$ cat config.mk
export PLATFORM = sky130hd
export DESIGN_NAME = punched_card_buffer_transfer
export DESIGN_NICKNAME = d
export VERILOG_FILES = /design/src/rtl/card_xfer_pkg.sv /design/src/rtl/punched_card_buffer_transfer.sv
export VERILOG_INCLUDE_DIRS = /design/src /design/src/rtl
export SDC_FILE = /design/constraint.sdc
export NUM_CORES = 1
export LEC_CHECK = 0
export ABC_AREA = 1
export BUFFER_PORTS_ARGS = -buffer_cell sky130_fd_sc_hd__buf_2
export CAP_MARGIN = 40
export CORE_MARGIN = 2
export CORE_UTILIZATION = 45
export CTS_BUF_LIST = sky130_fd_sc_hd__clkbuf_8
export DETAILED_ROUTE_END_ITERATION = 8
export PLACE_DENSITY_LB_ADDON = 0.05
export SYNTH_ARGS = -nofsm -noshare
export SYNTH_HDL_FRONTEND = slang
export SYNTH_SLANG_ARGS = --single-unit
$ cat constraint.sdc
create_clock -name core_clk -period 2.8 [get_ports core_clk]
set_clock_uncertainty 0.2 [all_clocks]
set_input_delay 0.56 -clock core_clk [delete_from_list [all_inputs] [get_ports core_clk]]
set_output_delay 0.56 -clock core_clk [all_outputs]
set_load 0.05 [all_outputs]
$ cat src/rtl/card_xfer_defines.svh
`ifndef CARD_XFER_DEFINES_SVH
`define CARD_XFER_DEFINES_SVH

// ****************************************************************
// Word layout: 11 BCD digits, digit 0 is the sign, 4 bits each
// ****************************************************************
`define WORD_DIGITS      11
`define WORD_BITS        44
`define ADDR_BITS        14
`define STORE_SIZE_DEF   14'h0fa0
`define SIGN_LO          0
`define SIGN_HI          3
`define ADDR_LO          4
`define ADDR_HI          19
`define RELOAD_LO        20
`define RELOAD_HI        23
`define CTLW_LO          24
`define CTLW_HI          27
`define PAIRS_PER_WORD   4'h6
`define HIGH_DIGITS      4'h5

`endif

$ cat src/rtl/card_xfer_pkg.sv
package card_xfer_pkg;

    typedef enum logic [1:0]
    {
        DIR_INPUT,
        DIR_OUTPUT,
        DIR_FORMAT_LOAD
    } xfer_dir_type;

    typedef enum logic [1:0]
    {
        ALARM_NONE,
        ALARM_NO_ADDR,
        ALARM_NO_UNIT,
        ALARM_NO_FORMAT
    } alarm_type;

endpackage

$ cat src/rtl/punched_card_buffer_transfer.sv
`timescale 1ns/10ps
`include "card_xfer_defines.svh"

module punched_card_buffer_transfer
(
    input  wire logic                       core_clk,
    input  wire logic                       rst_n,
    input  wire logic                       start,
    input  wire card_xfer_pkg::xfer_dir_type dir,
    input  wire logic [`WORD_BITS-1:0]      instr_word,
    input  wire logic [`WORD_BITS-1:0]      control_register,
    input  wire logic [`ADDR_BITS-1:0]      store_size,
    input  wire logic                       unit_present,
    input  wire logic                       format_selected,
    input  wire logic                       card_format_hold,
    input  wire logic [3:0]                 index_digits_sign,
    input  wire logic [`ADDR_BITS-1:0]      index_value,
    input  wire logic                       band_valid,
    output logic                            band_ready,
    input  wire logic [3:0]                 band_digit,
    input  wire logic                       band_done,
    output logic                            buf_valid,
    input  wire logic                       buf_ready,
    output logic [3:0]                      buf_digit,
    output logic                            mem_wr,
    output logic                            mem_rd,
    output logic [`ADDR_BITS-1:0]           mem_addr,
    output logic [`WORD_BITS-1:0]           mem_wdata,
    input  wire logic [`WORD_BITS-1:0]      mem_rdata,
    output logic [`WORD_BITS-1:0]           peripheral_command_register,
    output logic                            proc_clock_stop,
    output logic                            busy,
    output logic                            done,
    output logic                            control_word_fetch,
    output logic                            fetch_index_modify,
    output logic                            unit_release,
    output logic                            reload_hold,
    output logic                            format_hold,
    output card_xfer_pkg::alarm_type        alarm
);
    import card_xfer_pkg::*;

    // ****************************************************************
    // State
    // ****************************************************************
    typedef enum logic [2:0]
    {
        ST_IDLE,
        ST_IN_FILL,
        ST_IN_STORE,
        ST_OUT_LOAD,
        ST_OUT_PAIR,
        ST_OUT_HIGH,
        ST_FINISH
    } state_type;

    state_type               state_reg;
    logic [`WORD_BITS-1:0]   data_reg;
    logic [`WORD_BITS-1:0]   iface_reg;
    logic [`ADDR_BITS-1:0]   addr_reg;
    logic [3:0]              adder_reg;
    logic                    adder_full_reg;
    logic [3:0]              cnt_reg;
    logic [3:0]              reload_reg;
    logic                    ctlw_reg;
    logic                    format_run_reg;
    logic [3:0]              sign_next;
    logic                    idx_next;
    logic [`WORD_BITS-1:0]   store_word;
    logic                    addr_bad;
    logic                    ctl_word;

    // Two-entry buffer toward the peripheral
    logic [3:0]              fifo_mem [0:1];
    logic                    wr_ptr_reg;
    logic                    rd_ptr_reg;
    logic [1:0]              fifo_cnt_reg;
    logic                    fifo_push;
    logic                    fifo_pop;
    logic                    fifo_full;
    logic [3:0]              push_digit;

    assign fifo_full = (fifo_cnt_reg == 2'h2);
    assign buf_valid = (fifo_cnt_reg != 2'h0);
    assign buf_digit = fifo_mem[rd_ptr_reg];
    assign fifo_pop  = buf_valid && buf_ready;

    assign addr_bad = (addr_reg >= store_size);
    // Signs 6 and 7 share bits 3..1
    assign ctl_word = !ctlw_reg && (iface_reg[`SIGN_HI:`SIGN_LO+1] == 3'h3);

    // ****************************************************************
    // Input sign control
    // ****************************************************************
    always_comb
    begin
        sign_next = iface_reg[`SIGN_HI:`SIGN_LO];
        idx_next  = 1'b0;
        if ((reload_reg == 4'h8 || reload_reg == 4'h9)
            && (sign_next == 4'h8 || sign_next == 4'h9))
        begin
            sign_next = {3'h0, sign_next[0]};
            idx_next  = 1'b1;
        end
        store_word = {iface_reg[`WORD_BITS-1:4], sign_next};
        if (idx_next)
        begin
            store_word[`ADDR_HI:`ADDR_LO] =
                iface_reg[`ADDR_HI:`ADDR_LO] + {2'h0, index_value};
        end
    end

    // Band digits only move while the data register is being filled
    assign band_ready = (state_reg == ST_IN_FILL || state_reg == ST_IN_STORE);

    always_comb
    begin
        fifo_push  = 1'b0;
        push_digit = adder_reg;
        if (!fifo_full && adder_full_reg
            && (state_reg inside {ST_OUT_PAIR, ST_OUT_HIGH, ST_FINISH}))
        begin
            fifo_push = 1'b1;
        end
    end

    // ****************************************************************
    // Sequencer
    // ****************************************************************
    always_ff @(posedge core_clk)
    begin
        if (!rst_n)
        begin
            state_reg        <= ST_IDLE;
            cnt_reg          <= 4'h0;
            done             <= 1'b0;
            alarm            <= ALARM_NONE;
            control_word_fetch <= 1'b0;
            fetch_index_modify <= 1'b0;
            unit_release     <= 1'b0;
            ctlw_reg         <= 1'b0;
            format_run_reg   <= 1'b0;
            reload_reg       <= 4'h0;
        end
        else
        begin
            done         <= 1'b0;
            unit_release <= 1'b0;
            unique case (state_reg)
                ST_IDLE:
                    if (start)
                    begin
                        alarm              <= ALARM_NONE;
                        control_word_fetch <= 1'b0;
                        fetch_index_modify <= 1'b0;
                        reload_reg <= control_register[`RELOAD_HI:`RELOAD_LO];
                        ctlw_reg   <= control_register[`CTLW_LO];
                        format_run_reg <= card_format_hold;
                        cnt_reg    <= 4'h0;
                        if (!unit_present)
                            alarm <= ALARM_NO_UNIT;
                        else if (dir == DIR_INPUT && !format_selected)
                            alarm <= ALARM_NO_FORMAT;
                        else if (dir == DIR_INPUT)
                            state_reg <= ST_IN_FILL;
                        else
                            state_reg <= ST_OUT_LOAD;
                    end
                ST_IN_FILL:
                    if (band_valid)
                    begin
                        // Incoming word completes after 11 digits
                        if (cnt_reg == 4'ha)
                        begin
                            cnt_reg   <= 4'h0;
                            state_reg <= ST_IN_STORE;
                        end
                        else
                            cnt_reg <= cnt_reg + 4'h1;
                    end
                    else if (band_done)
                        state_reg <= ST_FINISH;
                ST_IN_STORE:
                    if (addr_bad)
                    begin
                        alarm     <= ALARM_NO_ADDR;
                        state_reg <= ST_IDLE;
                    end
                    else if (ctl_word)
                    begin
                        control_word_fetch <= 1'b1;
                        fetch_index_modify <= iface_reg[`SIGN_LO];
                        unit_release       <= 1'b1;
                        state_reg          <= ST_FINISH;
                    end
                    else
                    begin
                        cnt_reg   <= {3'h0, band_valid};
                        state_reg <= band_done ? ST_FINISH : ST_IN_FILL;
                    end
                ST_OUT_LOAD:
                    if (addr_bad)
                    begin
                        alarm     <= ALARM_NO_ADDR;
                        state_reg <= ST_IDLE;
                    end
                    else
                    begin
                        cnt_reg   <= 4'h0;
                        state_reg <= ST_OUT_PAIR;
                    end
                ST_OUT_PAIR:
                    if (!fifo_full || !adder_full_reg)
                    begin
                        if (cnt_reg == `PAIRS_PER_WORD - 4'h1)
                        begin
                            cnt_reg   <= 4'h0;
                            state_reg <= ST_OUT_HIGH;
                        end
                        else
                            cnt_reg <= cnt_reg + 4'h1;
                    end
                ST_OUT_HIGH:
                    if (!fifo_full)
                    begin
                        if (cnt_reg == `HIGH_DIGITS - 4'h1)
                        begin
                            cnt_reg   <= 4'h0;
                            state_reg <= band_done ? ST_FINISH : ST_OUT_PAIR;
                        end
                        else
                            cnt_reg <= cnt_reg + 4'h1;
                    end
                ST_FINISH:
                    if (!buf_valid && !adder_full_reg)
                    begin
                        done      <= 1'b1;
                        state_reg <= ST_IDLE;
                    end
            endcase
        end
    end

    // Processor clock held off for the whole transfer
    assign busy            = (state_reg != ST_IDLE);
    assign proc_clock_stop = busy;

    // ****************************************************************
    // Command register and address counter
    // ****************************************************************
    always_ff @(posedge core_clk)
    begin
        if (!rst_n)
            peripheral_command_register <= '0;
        else if (state_reg == ST_IDLE && start)
            peripheral_command_register <= instr_word;
    end

    always_ff @(posedge core_clk)
    begin
        if (!rst_n)
            addr_reg <= '0;
        else if (state_reg == ST_IDLE && start)
            addr_reg <= control_register[`ADDR_BITS+`ADDR_LO-1:`ADDR_LO];
        else if (mem_wr || mem_rd)
        begin
            // Wrap from zero to top of installed storage
            if (addr_reg == '0)
                addr_reg <= store_size - `ADDR_BITS'h1;
            else
                addr_reg <= addr_reg - `ADDR_BITS'h1;
        end
    end

    // ****************************************************************
    // Data path registers
    // ****************************************************************
    always_ff @(posedge core_clk)
    begin
        if (!rst_n)
        begin
            data_reg       <= '0;
            iface_reg      <= '0;
            adder_reg      <= 4'h0;
            adder_full_reg <= 1'b0;
        end
        else
        begin
            if (band_ready && band_valid)
            begin
                data_reg <= {band_digit, data_reg[`WORD_BITS-1:4]};
                if (cnt_reg == 4'ha)
                    iface_reg <= {band_digit, data_reg[`WORD_BITS-1:4]};
            end
            if (state_reg == ST_OUT_LOAD && !addr_bad)
                iface_reg <= mem_rdata;
            if (state_reg == ST_OUT_PAIR && (!fifo_full || !adder_full_reg))
            begin
                data_reg  <= {iface_reg[7:4], data_reg[`WORD_BITS-1:4]};
                adder_reg <= iface_reg[3:0];
                adder_full_reg <= 1'b1;
                iface_reg <= {8'h00, iface_reg[`WORD_BITS-1:8]};
            end
            if (state_reg == ST_OUT_HIGH && !fifo_full)
            begin
                adder_reg <= data_reg[`WORD_BITS-5:`WORD_BITS-8];
                data_reg  <= {data_reg[`WORD_BITS-5:0], 4'h0};
            end
            if (state_reg == ST_OUT_HIGH && !fifo_full
                && cnt_reg == `HIGH_DIGITS - 4'h1)
                iface_reg <= mem_rdata;
            // Last digit left in the adder is flushed before done
            if (state_reg == ST_FINISH && fifo_push)
                adder_full_reg <= 1'b0;
        end
    end

    // Memory port: reads are combinational lookups at the counter address
    assign mem_addr  = addr_reg;
    assign mem_rd    = (state_reg == ST_OUT_LOAD && !addr_bad)
                       || (state_reg == ST_OUT_HIGH && !fifo_full
                           && cnt_reg == `HIGH_DIGITS - 4'h1);
    assign mem_wr    = (state_reg == ST_IN_STORE) && !addr_bad && !ctl_word;
    assign mem_wdata = store_word;

    // ****************************************************************
    // Output buffer
    // ****************************************************************
    always_ff @(posedge core_clk)
    begin
        if (!rst_n)
        begin
            wr_ptr_reg   <= 1'b0;
            rd_ptr_reg   <= 1'b0;
            fifo_cnt_reg <= 2'h0;
        end
        else
        begin
            if (fifo_push)
            begin
                fifo_mem[wr_ptr_reg] <= push_digit;
                wr_ptr_reg           <= ~wr_ptr_reg;
            end
            if (fifo_pop)
                rd_ptr_reg <= ~rd_ptr_reg;
            fifo_cnt_reg <= fifo_cnt_reg + {1'b0, fifo_push} - {1'b0, fifo_pop};
        end
    end

    // ****************************************************************
    // Hold bits
    // ****************************************************************
    always_ff @(posedge core_clk)
    begin
        if (!rst_n)
        begin
            reload_hold <= 1'b0;
            format_hold <= 1'b0;
        end
        else if (state_reg == ST_IDLE && start && unit_present
                 && dir != DIR_OUTPUT)
        begin
            // Input and format-load instructions touch the reload hold; output leaves it
            if (dir == DIR_INPUT && card_format_hold)
            begin
                format_hold <= 1'b0;
                reload_hold <= 1'b1;
            end
            else if (control_register[`RELOAD_LO])
                reload_hold <= 1'b1;
            else
                reload_hold <= 1'b0;
        end
        else if (card_format_hold && state_reg == ST_IDLE)
            format_hold <= 1'b1;
    end

endmodule

==> flow_summary_export.csv, run 1 <==
group,metric,value,unit
outcome,status,"finished with violations",
outcome,violations,"negative setup slack",
clock_tree,clk_pin_slew,130,ps
synth,synth.distinct_cells,55,
power_and_ir_drop,p_per_area,907,mW/mm^2
detailed_routing,dr.pass1.iters,5,
setup_path,cp-end-kind,"output port",
job,maxCapViolCount,0,
global_routing,grt_overflow,0,
setup_path,critPathArrivalTime,2680,ps
detailed_routing,drt_iter0_drc,1105,
sta,fmax,291,MHz
place,dpl.hpwl,25600,um
detailed_routing,drc,0,
floorplanning,rows,56,
setup_path,cp-start-kind,"flip-flop",
detailed_routing,wirelength,37400,um
sta,drv_slew,0,
clock_tree,clock-root-buffer,"clkbuf_8",
place,gp_congestion,0.888,
synth,syn_inst,1556,
detailed_routing,ant_nets,0,
setup_path,critPathKind,"flip-flop to output port",
synth,avgSynthCellArea,6.83,sq um
global_routing,grt_max_degree,117,
synth,yosysSeqAreaShare,35.2,%
global_routing,grt_pass1_vias,10500,
sta,min_period,3440,ps
clock_tree,cts_hold_buf,0,
layout,fin_nets,2085,
setup_path,cp_data_required_time,2040,ps
sta,rsz0062_at_grt,"yes",
floorplanning,die_y,158,um
setup_path,cp_max_fo,3,
floorplanning,io-pin-count,299,
power_and_ir_drop,swShare,51.3,%
power_and_ir_drop,pwr-share-seq,27.9,%
floorplanning,initial_core_util,45.5,%
detailed_routing,route.vias.total,11800,
power_and_ir_drop,p_clk_share,14.8,%
floorplanning,core,0.0233,sq mm
power_and_ir_drop,peakVddDrop,0.540,mV
clock_tree,cts_tree,"done",
sta,timing.slew.headroom,53.4,%
sta,hold_viol,0,
layout,drive_gt1_share,32.4,%
place,port_buffers,269,
synth,ys_warn_count,0,
global_routing,grt_pass1_wl,55600,um
synth,ys.flop_type,"dfxtp_1",
detailed_routing,wl_per_cell,17.0,um
sta,whs,82.5,ps
clock_tree,cts_made_buffers,17,
clock_tree,clock_sinks,183,
detailed_routing,viasPerCell,5.35,
power_and_ir_drop,p_leak,6.55,nW
floorplanning,die-width,158,um
power_and_ir_drop,combPwrFrac,57.4,%
sta,setup-violations-final,14,
synth,synth_edf_count,8,
synth,syn-cell-area,0.0106,sq mm
global_routing,grt_usage,28.3,%
layout,area_growth,35.0,%
clock_tree,cts-htree-levels,4,
floorplanning,die_area,0.0249,sq mm
global_routing,antenna_found_initial,1,
synth,ys_seq_elements,183,
clock_tree,clk_latency,490,ps
power_and_ir_drop,p_switching,6.68,mW
clock_tree,clock_path_buffers,2,
hold_path,hold_class,"primary input to flip-flop",
synth,ys_async_sr_fraction,0,%
place,dp_slack,-615,ps
sta,worst_pin_slew,692,ps
sta,period_share,123,%
power_and_ir_drop,internal_power,6.33,mW
synth,synth_fp_nets,1771,
sta,worst_slack,-639,ps
==> metal layers <==
metal  share of wire [%]  wire, um  GRT usage, %  up-vias
li1                    -         -             -     5796
met1                  45     16900          40.3     5473
met2                  46     17200          44.4      467
met3                 6.9      2570          4.98       53
met4                 2.0       756          6.97        0
met5                   0         0             0        -
==> power groups by stage <==
| stage | clock network [mW] | logic, mW | registers [mW] |
|---|---|---|---|
| floorplan | 0 | 3.82 | 4.46 |
| global placement | 0 | 6.37 | 3.61 |
| detailed placement | 0 | 6.43 | 3.62 |
| CTS | 1.96 | 6.85 | 3.60 |
| global route | 2.07 | 8.08 | 3.68 |
| finish | 1.92 | 7.46 | 3.62 |
==> per-stage QoR <==
stage	power [mW]	instance area [sq um]	util, %	setup TNS [ps]	cells
after detailed placement	10.0	12700	54.4	-3830	2129
after global placement	9.99	12700	54.4	-3420	2129
final	13.0	14300	61.5	-3750	2203
after global routing	13.8	14300	61.5	-4980	2203
after floorplan	8.28	10700	-	-1390	1556
after CTS	12.4	13800	59.3	-3550	2181
==> cell usage in the layout (no fill, tap or decap), types with 10 or more instances in the layout <==
cell      Yosys  layout
a21oi_1     125     116
a31oi_1      46      46
buf_2        34     250
buf_4        30     116
buf_6         5      23
clkbuf_8      0      17
dfxtp_1     175     150
dfxtp_2       0      16
ha_1         35      16
ha_4          0      19
inv_1       131     126
inv_2        11      14
nand2_1     329     307
nand2_2       5      19
nand3_1      64      52
nand3_2       2      10
nor2_1      176     167
nor2_4        4      16
o211ai_1     26      26
o21ai_0     170     151
o21ai_1      26      33
o21ai_2       0      10
o21bai_1     15      14
==> path summary, 6_finish.rpt <==
| check | start | to | slack (ps) | cells after the start |
|---|---|---|---|---|
| max reg2reg | mem_addr[7] | mem_addr[5] | 170 | 15 |
| min | instr_word[16] | peripheral_command_register[16] | 80 | 3 |
| max | iface_reg[4] | mem_wdata[16] | -640 | 14 |
| min reg2reg | rd_ptr_reg | rd_ptr_reg | 260 | 1 |
==> logic make-up (layout without fill, tap and decap cells) <==
group           count (synthesis)  in the layout  synth area share, %
mux                             4              4                0.424
simple gates                  636            640                 25.6
flops                         183            183                 35.2
compound gates                431            431                 22.5
fa+ha+maj                      36             36                 4.31
buf+inv                       254            577                 11.0
other cells                     0              1                    0
xor+xnor                       12             12                0.989
==> worst max-delay path, cell delays in order (launching register included) <==
cell	delay, ps
dfxtp_2	360
ha_4	150
inv_4	30
fa_2	340
nand3b_1	180
nand2_2	90
inv_2	50
o21bai_4	150
nand3_2	120
nand3_2	100
nand2_2	90
o211ai_1	210
nand3_2	120
nand2_4	80
buf_8	140
==> repair_timing <==
item,in CTS,in global routing
setup buffers,21,23
cloned,0,4
setup endpoints to repair,17,32
pin swaps,27,56
hold endpoints to repair,0,0
resized for setup,132,82
==> cell type report <==
class / count / area (sq um)
Sequential cell: 183 / 3800
Inverter: 144 / 554
Clock buffer: 17 / 234
Clock inverter: 15 / 193
Tap cell: 319 / 399
Timing Repair Buffer: 401 / 2600
Fill cell: 2209 / 8990
Multi-Input combinational cell: 1123 / 6560
Antenna cell: 1 / 2.50
==> cell usage after synthesis, types with 3 or more instances <==
| library cell | count | area [sq um] |
|---|---|---|
| buf_6 | 5 | 56.3 |
| nand2_1 | 329 | 1230 |
| o211ai_1 | 26 | 195 |
| ha_1 | 35 | 438 |
| nor2_4 | 4 | 45.0 |
| o22ai_1 | 7 | 43.8 |
| nor2_1 | 176 | 661 |
| or2_2 | 7 | 43.8 |
| nand2_2 | 5 | 31.3 |
| nor3_1 | 7 | 35.0 |
| xnor2_1 | 5 | 43.8 |
| xor2_1 | 7 | 61.3 |
| buf_2 | 34 | 170 |
| nand3_1 | 64 | 320 |
| o21bai_1 | 15 | 113 |
| o21a_1 | 3 | 22.5 |
| a31oi_1 | 46 | 288 |
| inv_1 | 131 | 492 |
| or2_1 | 9 | 56.3 |
| o21ai_1 | 26 | 130 |
| nand3b_1 | 3 | 22.5 |
| nor3b_1 | 3 | 22.5 |
| buf_4 | 30 | 225 |
| inv_2 | 11 | 41.3 |
| nand4_1 | 9 | 56.3 |
| nand2_4 | 3 | 33.8 |
| nor2_2 | 6 | 37.5 |
| edfxtp_1 | 8 | 240 |
| o221ai_1 | 3 | 26.3 |
| o21ai_0 | 170 | 851 |
| clkbuf_1 | 38 | 143 |
| mux2_2 | 4 | 45.0 |
| a21oi_1 | 125 | 626 |
| dfxtp_1 | 175 | 3500 |
Power figures use the tool's default switching activity.
==> inputs of run 2 (changes only) <==
--- a/config.mk
+++ b/config.mk
@@ -8,4 +8,5 @@
 export LEC_CHECK = 0
 export ABC_AREA = 1
+export ABC_CLOCK_PERIOD_IN_PS = 2800
 export BUFFER_PORTS_ARGS = -buffer_cell sky130_fd_sc_hd__buf_2
 export CAP_MARGIN = 40
@@ -15,4 +16,5 @@
 export DETAILED_ROUTE_END_ITERATION = 8
 export PLACE_DENSITY_LB_ADDON = 0.05
+export REMOVE_ABC_BUFFERS = 1
 export SYNTH_ARGS = -nofsm -noshare
 export SYNTH_HDL_FRONTEND = slang
==> constraint.sdc (replaced) <==
create_clock -name core_clk -period 2.8 [get_ports core_clk]
set_clock_uncertainty 0.2 [all_clocks]
set_input_delay 0.28 -clock core_clk [delete_from_list [all_inputs] [get_ports core_clk]]
set_output_delay 0.28 -clock core_clk [all_outputs]
set_load 0.05 [all_outputs]
==> run 2 against run 1 <==
The run still ends with negative setup slack left. Critical path depth unchanged. First-iteration DRC count down 27%. Wire length down 5.7%. Register-to-register slack better by 30 ps. Fmax up 9.1%. Sequential power down 1%. Flip-flop and latch count unchanged. Cell count up 1.2%. Setup slack better by 290 ps. Non-clock buffer count up 30. Sequential share of layout area up 0.14 points. Design area down 1.5%. Critical path type unchanged. Largest power group unchanged.
==> flow_summary_export.csv, run 2 (same netlist as run 1, synthesis figures left out) <==
group,metric,value,unit
place,dp_cells,2077,
setup_path,cpPeakStageDelay,360,ps
layout,final_cell_mix,"320 x nand2_1, 256 x buf_2, 170 x nor2_1",
power_and_ir_drop,peakVddDrop,0.460,mV
setup_path,worstSetupEndpoint,"mem_wdata[16]",
clock_tree,clock_sinks,183,
sta,drv_slew,0,
setup_path,critPathKind,"flip-flop to output port",
sta,min_period,3150,ps
sta,fmax,317,MHz
floorplanning,rows,56,
place,dp_slack,-65.2,ps
setup_path,ff2ff_setup_slack,200,ps
layout,area_growth,32.9,%
global_routing,grt_pass1_vias,11000,
sta,period_share,113,%
floorplanning,core,0.0233,sq mm
power_and_ir_drop,p_leak,6.46,nW
setup_path,cp_data_required_time,2320,ps
clock_tree,cts_tree,"done",
floorplanning,io-pin-count,299,
layout,fin_nets,2111,
sta,timing.slew.headroom,60.8,%
global_routing,grt_overflow,0,
detailed_routing,wirelength,35300,um
sta,fin_setup_tns,-1460,ps
detailed_routing,drt_iter0_drc,812,
sta,worst_slack,-351,ps
layout,fillers,2259,
setup_path,cp-start-kind,"flip-flop",
setup_path,cp_num_cells,14,
setup_path,critPathTopFamily,"simple AND/OR/NAND/NOR gates",
layout,drive_gt1_share,24.1,%
place,port_buffers,269,
setup_path,cp_max_fo,3,
layout,layout_commonest_cell,"nand2_1",
floorplanning,die_y,158,um
setup_path,slowest_stage,"dfxtp_2",
setup_path,r2r_cells,11,
global_routing,grt_max_degree,117,
outcome,violations,"negative setup slack",
place,gp_congestion,0.871,
setup_path,r2r-end,"iface_reg[15]",
place,dpl.hpwl,23900,um
power_and_ir_drop,p_per_area,840,mW/mm^2
clock_tree,clock-root-buffer,"clkbuf_8",
detailed_routing,wl_per_cell,15.8,um
clock_tree,clock_path_buffers,2,
layout,fin_cells,2229,
power_and_ir_drop,power.total,11.9,mW
setup_path,critPathArrivalTime,2670,ps
setup_path,crit_buf_inv,3,
global_routing,antenna_found_initial,2,
detailed_routing,dr.pass1.iters,5,
floorplanning,die_area,0.0249,sq mm
clock_tree,clk_latency,490,ps
floorplanning,initial_core_util,45.5,%
sta,rsz0062_at_grt,"yes",
outcome,status,"finished with violations",
job,maxCapViolCount,0,
clock_tree,cts_made_buffers,17,
detailed_routing,drc,0,
sta,hold_viol,0,
hold_path,hold_class,"primary input to flip-flop",
floorplanning,die-width,158,um
setup_path,crit_path_cell_trace,"ha_4 -> inv_2 -> fa_2 -> nand3b_1 -> nand2_1 -> inv_1 -> o21bai_1 -> nand3_1 -> nand3_2 -> nand2_2 -> o211ai_1 -> nand3_1 -> nand2_1 -> buf_6",
clock_tree,clk_pin_slew,100,ps
global_routing,grt_usage,28.2,%
detailed_routing,ant_nets,0,
setup_path,r2r-start,"mem_addr[11]",
detailed_routing,viasPerCell,5.27,
sta,worst_pin_slew,582,ps
setup_path,crit_start,"iface_reg[4]",
clock_tree,cts-htree-levels,4,
detailed_routing,route.vias.total,11700,
setup_path,cp-end-kind,"output port",
sta,setup-violations-final,8,
global_routing,grt_pass1_wl,56000,um
==> run 2: changes by cell type in the layout (fill, tap and decap cells not counted), sizes merged <==
| cell | change |
|---|---|
| nor2 | -3 |
| clkinv | +3 |
| dlygate4sd3 | +108 |
| buf | -78 |
| inv | -4 |
| nand4 | -1 |
| diode | +1 |
==> run 2: final cells by class <==
type,count,area [sq um],area share (%)
multi-input combinational,1119,6000,42.5
sequential,183,3760,26.6
timing repair buffer,431,3030,21.4
inverter,144,552,3.91
tap,319,399,2.83
clock buffer,17,234,1.66
clock inverter,14,145,1.03
antenna,2,5.00,0.0354
==> run 2: what timing repair did <==
item | in CTS | in global routing
resized for setup | 57 | 31
hold endpoints to repair | 107 | 0
setup endpoints to repair | 11 | 16
pin swaps | 14 | 13
hold buffers | 108 | 0
buffers inserted | 7 | 4
==> run 2: worst min path at each step <==
stage,cells past startpoint,slack [ps],startpoint,endpoint
floorplan,2,170,rst_n,fifo_cnt_reg[0]
global placement,1,240,rd_ptr_reg,rd_ptr_reg
detailed placement,1,250,rd_ptr_reg,flip-flop
CTS,5,10,mem_rdata[11],iface_reg[11]
global route,4,30,mem_rdata[15],iface_reg[15]
finish,4,40,mem_rdata[15],iface_reg[15]
==> run 2: where the power goes <==
| part | switching (mW) | internal [mW] | total (mW) |
|---|---|---|---|
| clock | 1.14 | 0.658 | 1.80 |
| combinational | 4.54 | 1.95 | 6.49 |
| sequential | 0.424 | 3.15 | 3.58 |
==> run 2: tightest hold or removal path, stage by stage <==
cell	delay (ps)
buf_2	90
or2_1	90
a21oi_1	60
a21oi_1	150
==> run 2: per-layer routing <==
layer  track usage (%)  part of all wire [%]  vias to the layer above
met2              48.0                    48                      369
met1              36.1                    44                     5468
li1                  -                     -                     5836
met5                 0                     0                        -
met3              4.76                   5.3                       63
met4              9.96                   2.6                        0
==> run 2: stage by stage <==
step / instance area [sq um] / hold slack, ps / util, %
after floorplan: 10000 / 173 / -
after global placement: 12200 / 237 / 52.4
after detailed placement: 12200 / 248 / 52.4
after CTS: 14000 / 11.2 / 60.0
after global routing: 14100 / 27.1 / 60.5
final: 14100 / 42.2 / 60.5
==> inputs of run 3 (changes only) <==
HOLD_SLACK_MARGIN = 0.15   (was unset)
==> run 3 against run 2 <==
The run still ends with negative setup slack left. Non-clock buffer count up 23. Sequential share of layout area down 0.43 points. Via count up 0.55%. Critical endpoint unchanged. Largest cell class unchanged.
==> flow_summary_export.csv, run 3 (same netlist as run 1, synthesis figures left out) <==
group,metric,value,unit
detailed_routing,wirelength,35600,um
detailed_routing,ant_nets,0,
global_routing,grt_usage,28.5,%
sta,setup-violations-final,8,
sta,fmax,315,MHz
sta,period_share,113,%
job,maxCapViolCount,0,
hold_path,hp-start,"store_size[8]",
place,dpl.hpwl,23900,um
power_and_ir_drop,p_per_area,831,mW/mm^2
clock_tree,clock_sinks,183,
setup_path,r2r-end,"reload_hold",
clock_tree,cts-htree-levels,4,
layout,area_growth,35.2,%
global_routing,grt_overflow,0,
sta,rsz0062_at_grt,"yes",
global_routing,grt_pass1_wl,56500,um
sta,min_period,3170,ps
floorplanning,rows,56,
clock_tree,clk_latency,490,ps
power_and_ir_drop,power.total,11.9,mW
setup_path,critPathKind,"flip-flop to output port",
layout,final_util,61.6,%
detailed_routing,wl_per_cell,15.8,um
setup_path,cp_data_required_time,2320,ps
detailed_routing,dr.pass1.iters,5,
hold_path,min_to,"mem_addr[8]",
sta,timing.slew.headroom,61.1,%
sta,worst_slack,-370,ps
clock_tree,cts_tree,"done",
clock_tree,clock-root-buffer,"clkbuf_8",
sta,fin_setup_tns,-1560,ps
setup_path,cp-end-kind,"output port",
detailed_routing,route.vias.total,11800,
sta,whs,177,ps
global_routing,grt_max_degree,117,
outcome,status,"finished with violations",
detailed_routing,viasPerCell,5.24,
place,gp_congestion,0.871,
outcome,violations,"negative setup slack",
sta,drv_slew,0,
sta,hold_viol,0,
sta,worst_pin_slew,579,ps
hold_path,hold_class,"primary input to flip-flop",
setup_path,r2r-start,"state_reg[2]",
setup_path,critPathArrivalTime,2690,ps
layout,drive_gt1_share,23.9,%
hold_path,holdPathStages,7,
global_routing,grt_pass1_vias,11100,
power_and_ir_drop,peakVddDrop,0.458,mV
detailed_routing,drc,0,
setup_path,r2r_cells,8,
setup_path,cp_max_fo,3,
layout,fin_nets,2134,
floorplanning,die_area,0.0249,sq mm
place,port_buffers,269,
clock_tree,clk_pin_slew,120,ps
setup_path,ff2ff_setup_slack,170,ps
floorplanning,core,0.0233,sq mm
global_routing,antenna_found_initial,2,
floorplanning,initial_core_util,45.5,%
clock_tree,clock_path_buffers,2,
setup_path,cp-start-kind,"flip-flop",
setup_path,crit_start,"iface_reg[4]",
clock_tree,cts_made_buffers,17,
power_and_ir_drop,p_leak,6.56,nW
detailed_routing,drt_iter0_drc,716,
layout,layout_commonest_cell,"nand2_1",
floorplanning,io-pin-count,299,
floorplanning,die_y,158,um
floorplanning,die-width,158,um
layout,final_cell_mix,"320 x nand2_1, 256 x buf_2, 170 x nor2_1",
-- run 3: cell count changes in the layout (fill, tap and decap cells not counted) --
| cell | delta |
|---|---|
| dfxtp_1 | -1 |
| buf_6 | +1 |
| buf_4 | -1 |
| dfxtp_2 | +1 |
| dlygate4sd3_1 | +23 |
| diode_2 | +1 |
-- run 3: repair_timing --
item / 4_1_cts / 5_1_grt
endpoints found under the hold margin: 121 / 0
resized for setup: 57 / 33
pin swaps: 14 / 13
hold buffers: 131 / 0
setup endpoints to repair: 11 / 18
setup buffers: 7 / 4
cloned: 0 / 0
-- run 3: power by group --
| part | total, mW | leakage [nW] | internal (mW) | switching, mW |
|---|---|---|---|---|
| Combinational | 6.55 | 4.85 | 1.99 | 4.56 |
| Sequential | 3.58 | 1.51 | 3.16 | 0.423 |
| Clock | 1.80 | 0.196 | 0.658 | 1.14 |
| Total | 11.9 | 6.56 | 5.81 | 6.13 |
-- run 3: critical path, stage by stage, from the launching register on --
cell	delay, ps
dfxtp_2	360
ha_4	140
inv_2	40
fa_2	320
nand3b_1	170
nand2_1	90
inv_1	50
o21bai_1	200
nand3_1	170
nand3_2	110
nand2_2	70
o211ai_1	170
nand3_1	90
nand2_1	90
buf_6	160
-- run 3: per-layer routing --
layer	global-route usage, %	vias up	part of all wire, %
li1	-	5879	-
met1	36.2	5505	44
met2	48.5	357	49
met3	5.12	59	5.5
met4	9.78	0	2.4
met5	0	-	0
-- run 3: layout make-up --
type,count,area (sq um)
well taps,319,399
clock inverters,14,145
multi-input cells,1119,6000
clock buffers,17,234
repair buffers,454,3260
flip-flops and latches,183,3760
diodes,3,7.51
fillers,2221,8970
inverters,144,552
-- run 3: through the flow --
step / cell area (sq um) / setup WS (ps) / std cells
after floorplan: 10000 / -1120 / 1446
after global placement: 12200 / -55.2 / 2077
after detailed placement: 12200 / -65.2 / 2077
after CTS: 14200 / -421 / 2246
after global routing: 14400 / -559 / 2252
final: 14400 / -370 / 2253
-- run 3: how the worst max path moves through the flow --
stage                                to  slack, ps  depth (start not counted)
after detailed placement  mem_wdata[16]        -70                         15
after global routing      mem_wdata[16]       -560                         14
final                     mem_wdata[16]       -370                         14
after global placement    mem_wdata[16]        -60                         15
after CTS                 mem_wdata[16]       -420                         14
after floorplan            mem_addr[13]      -1120                          9
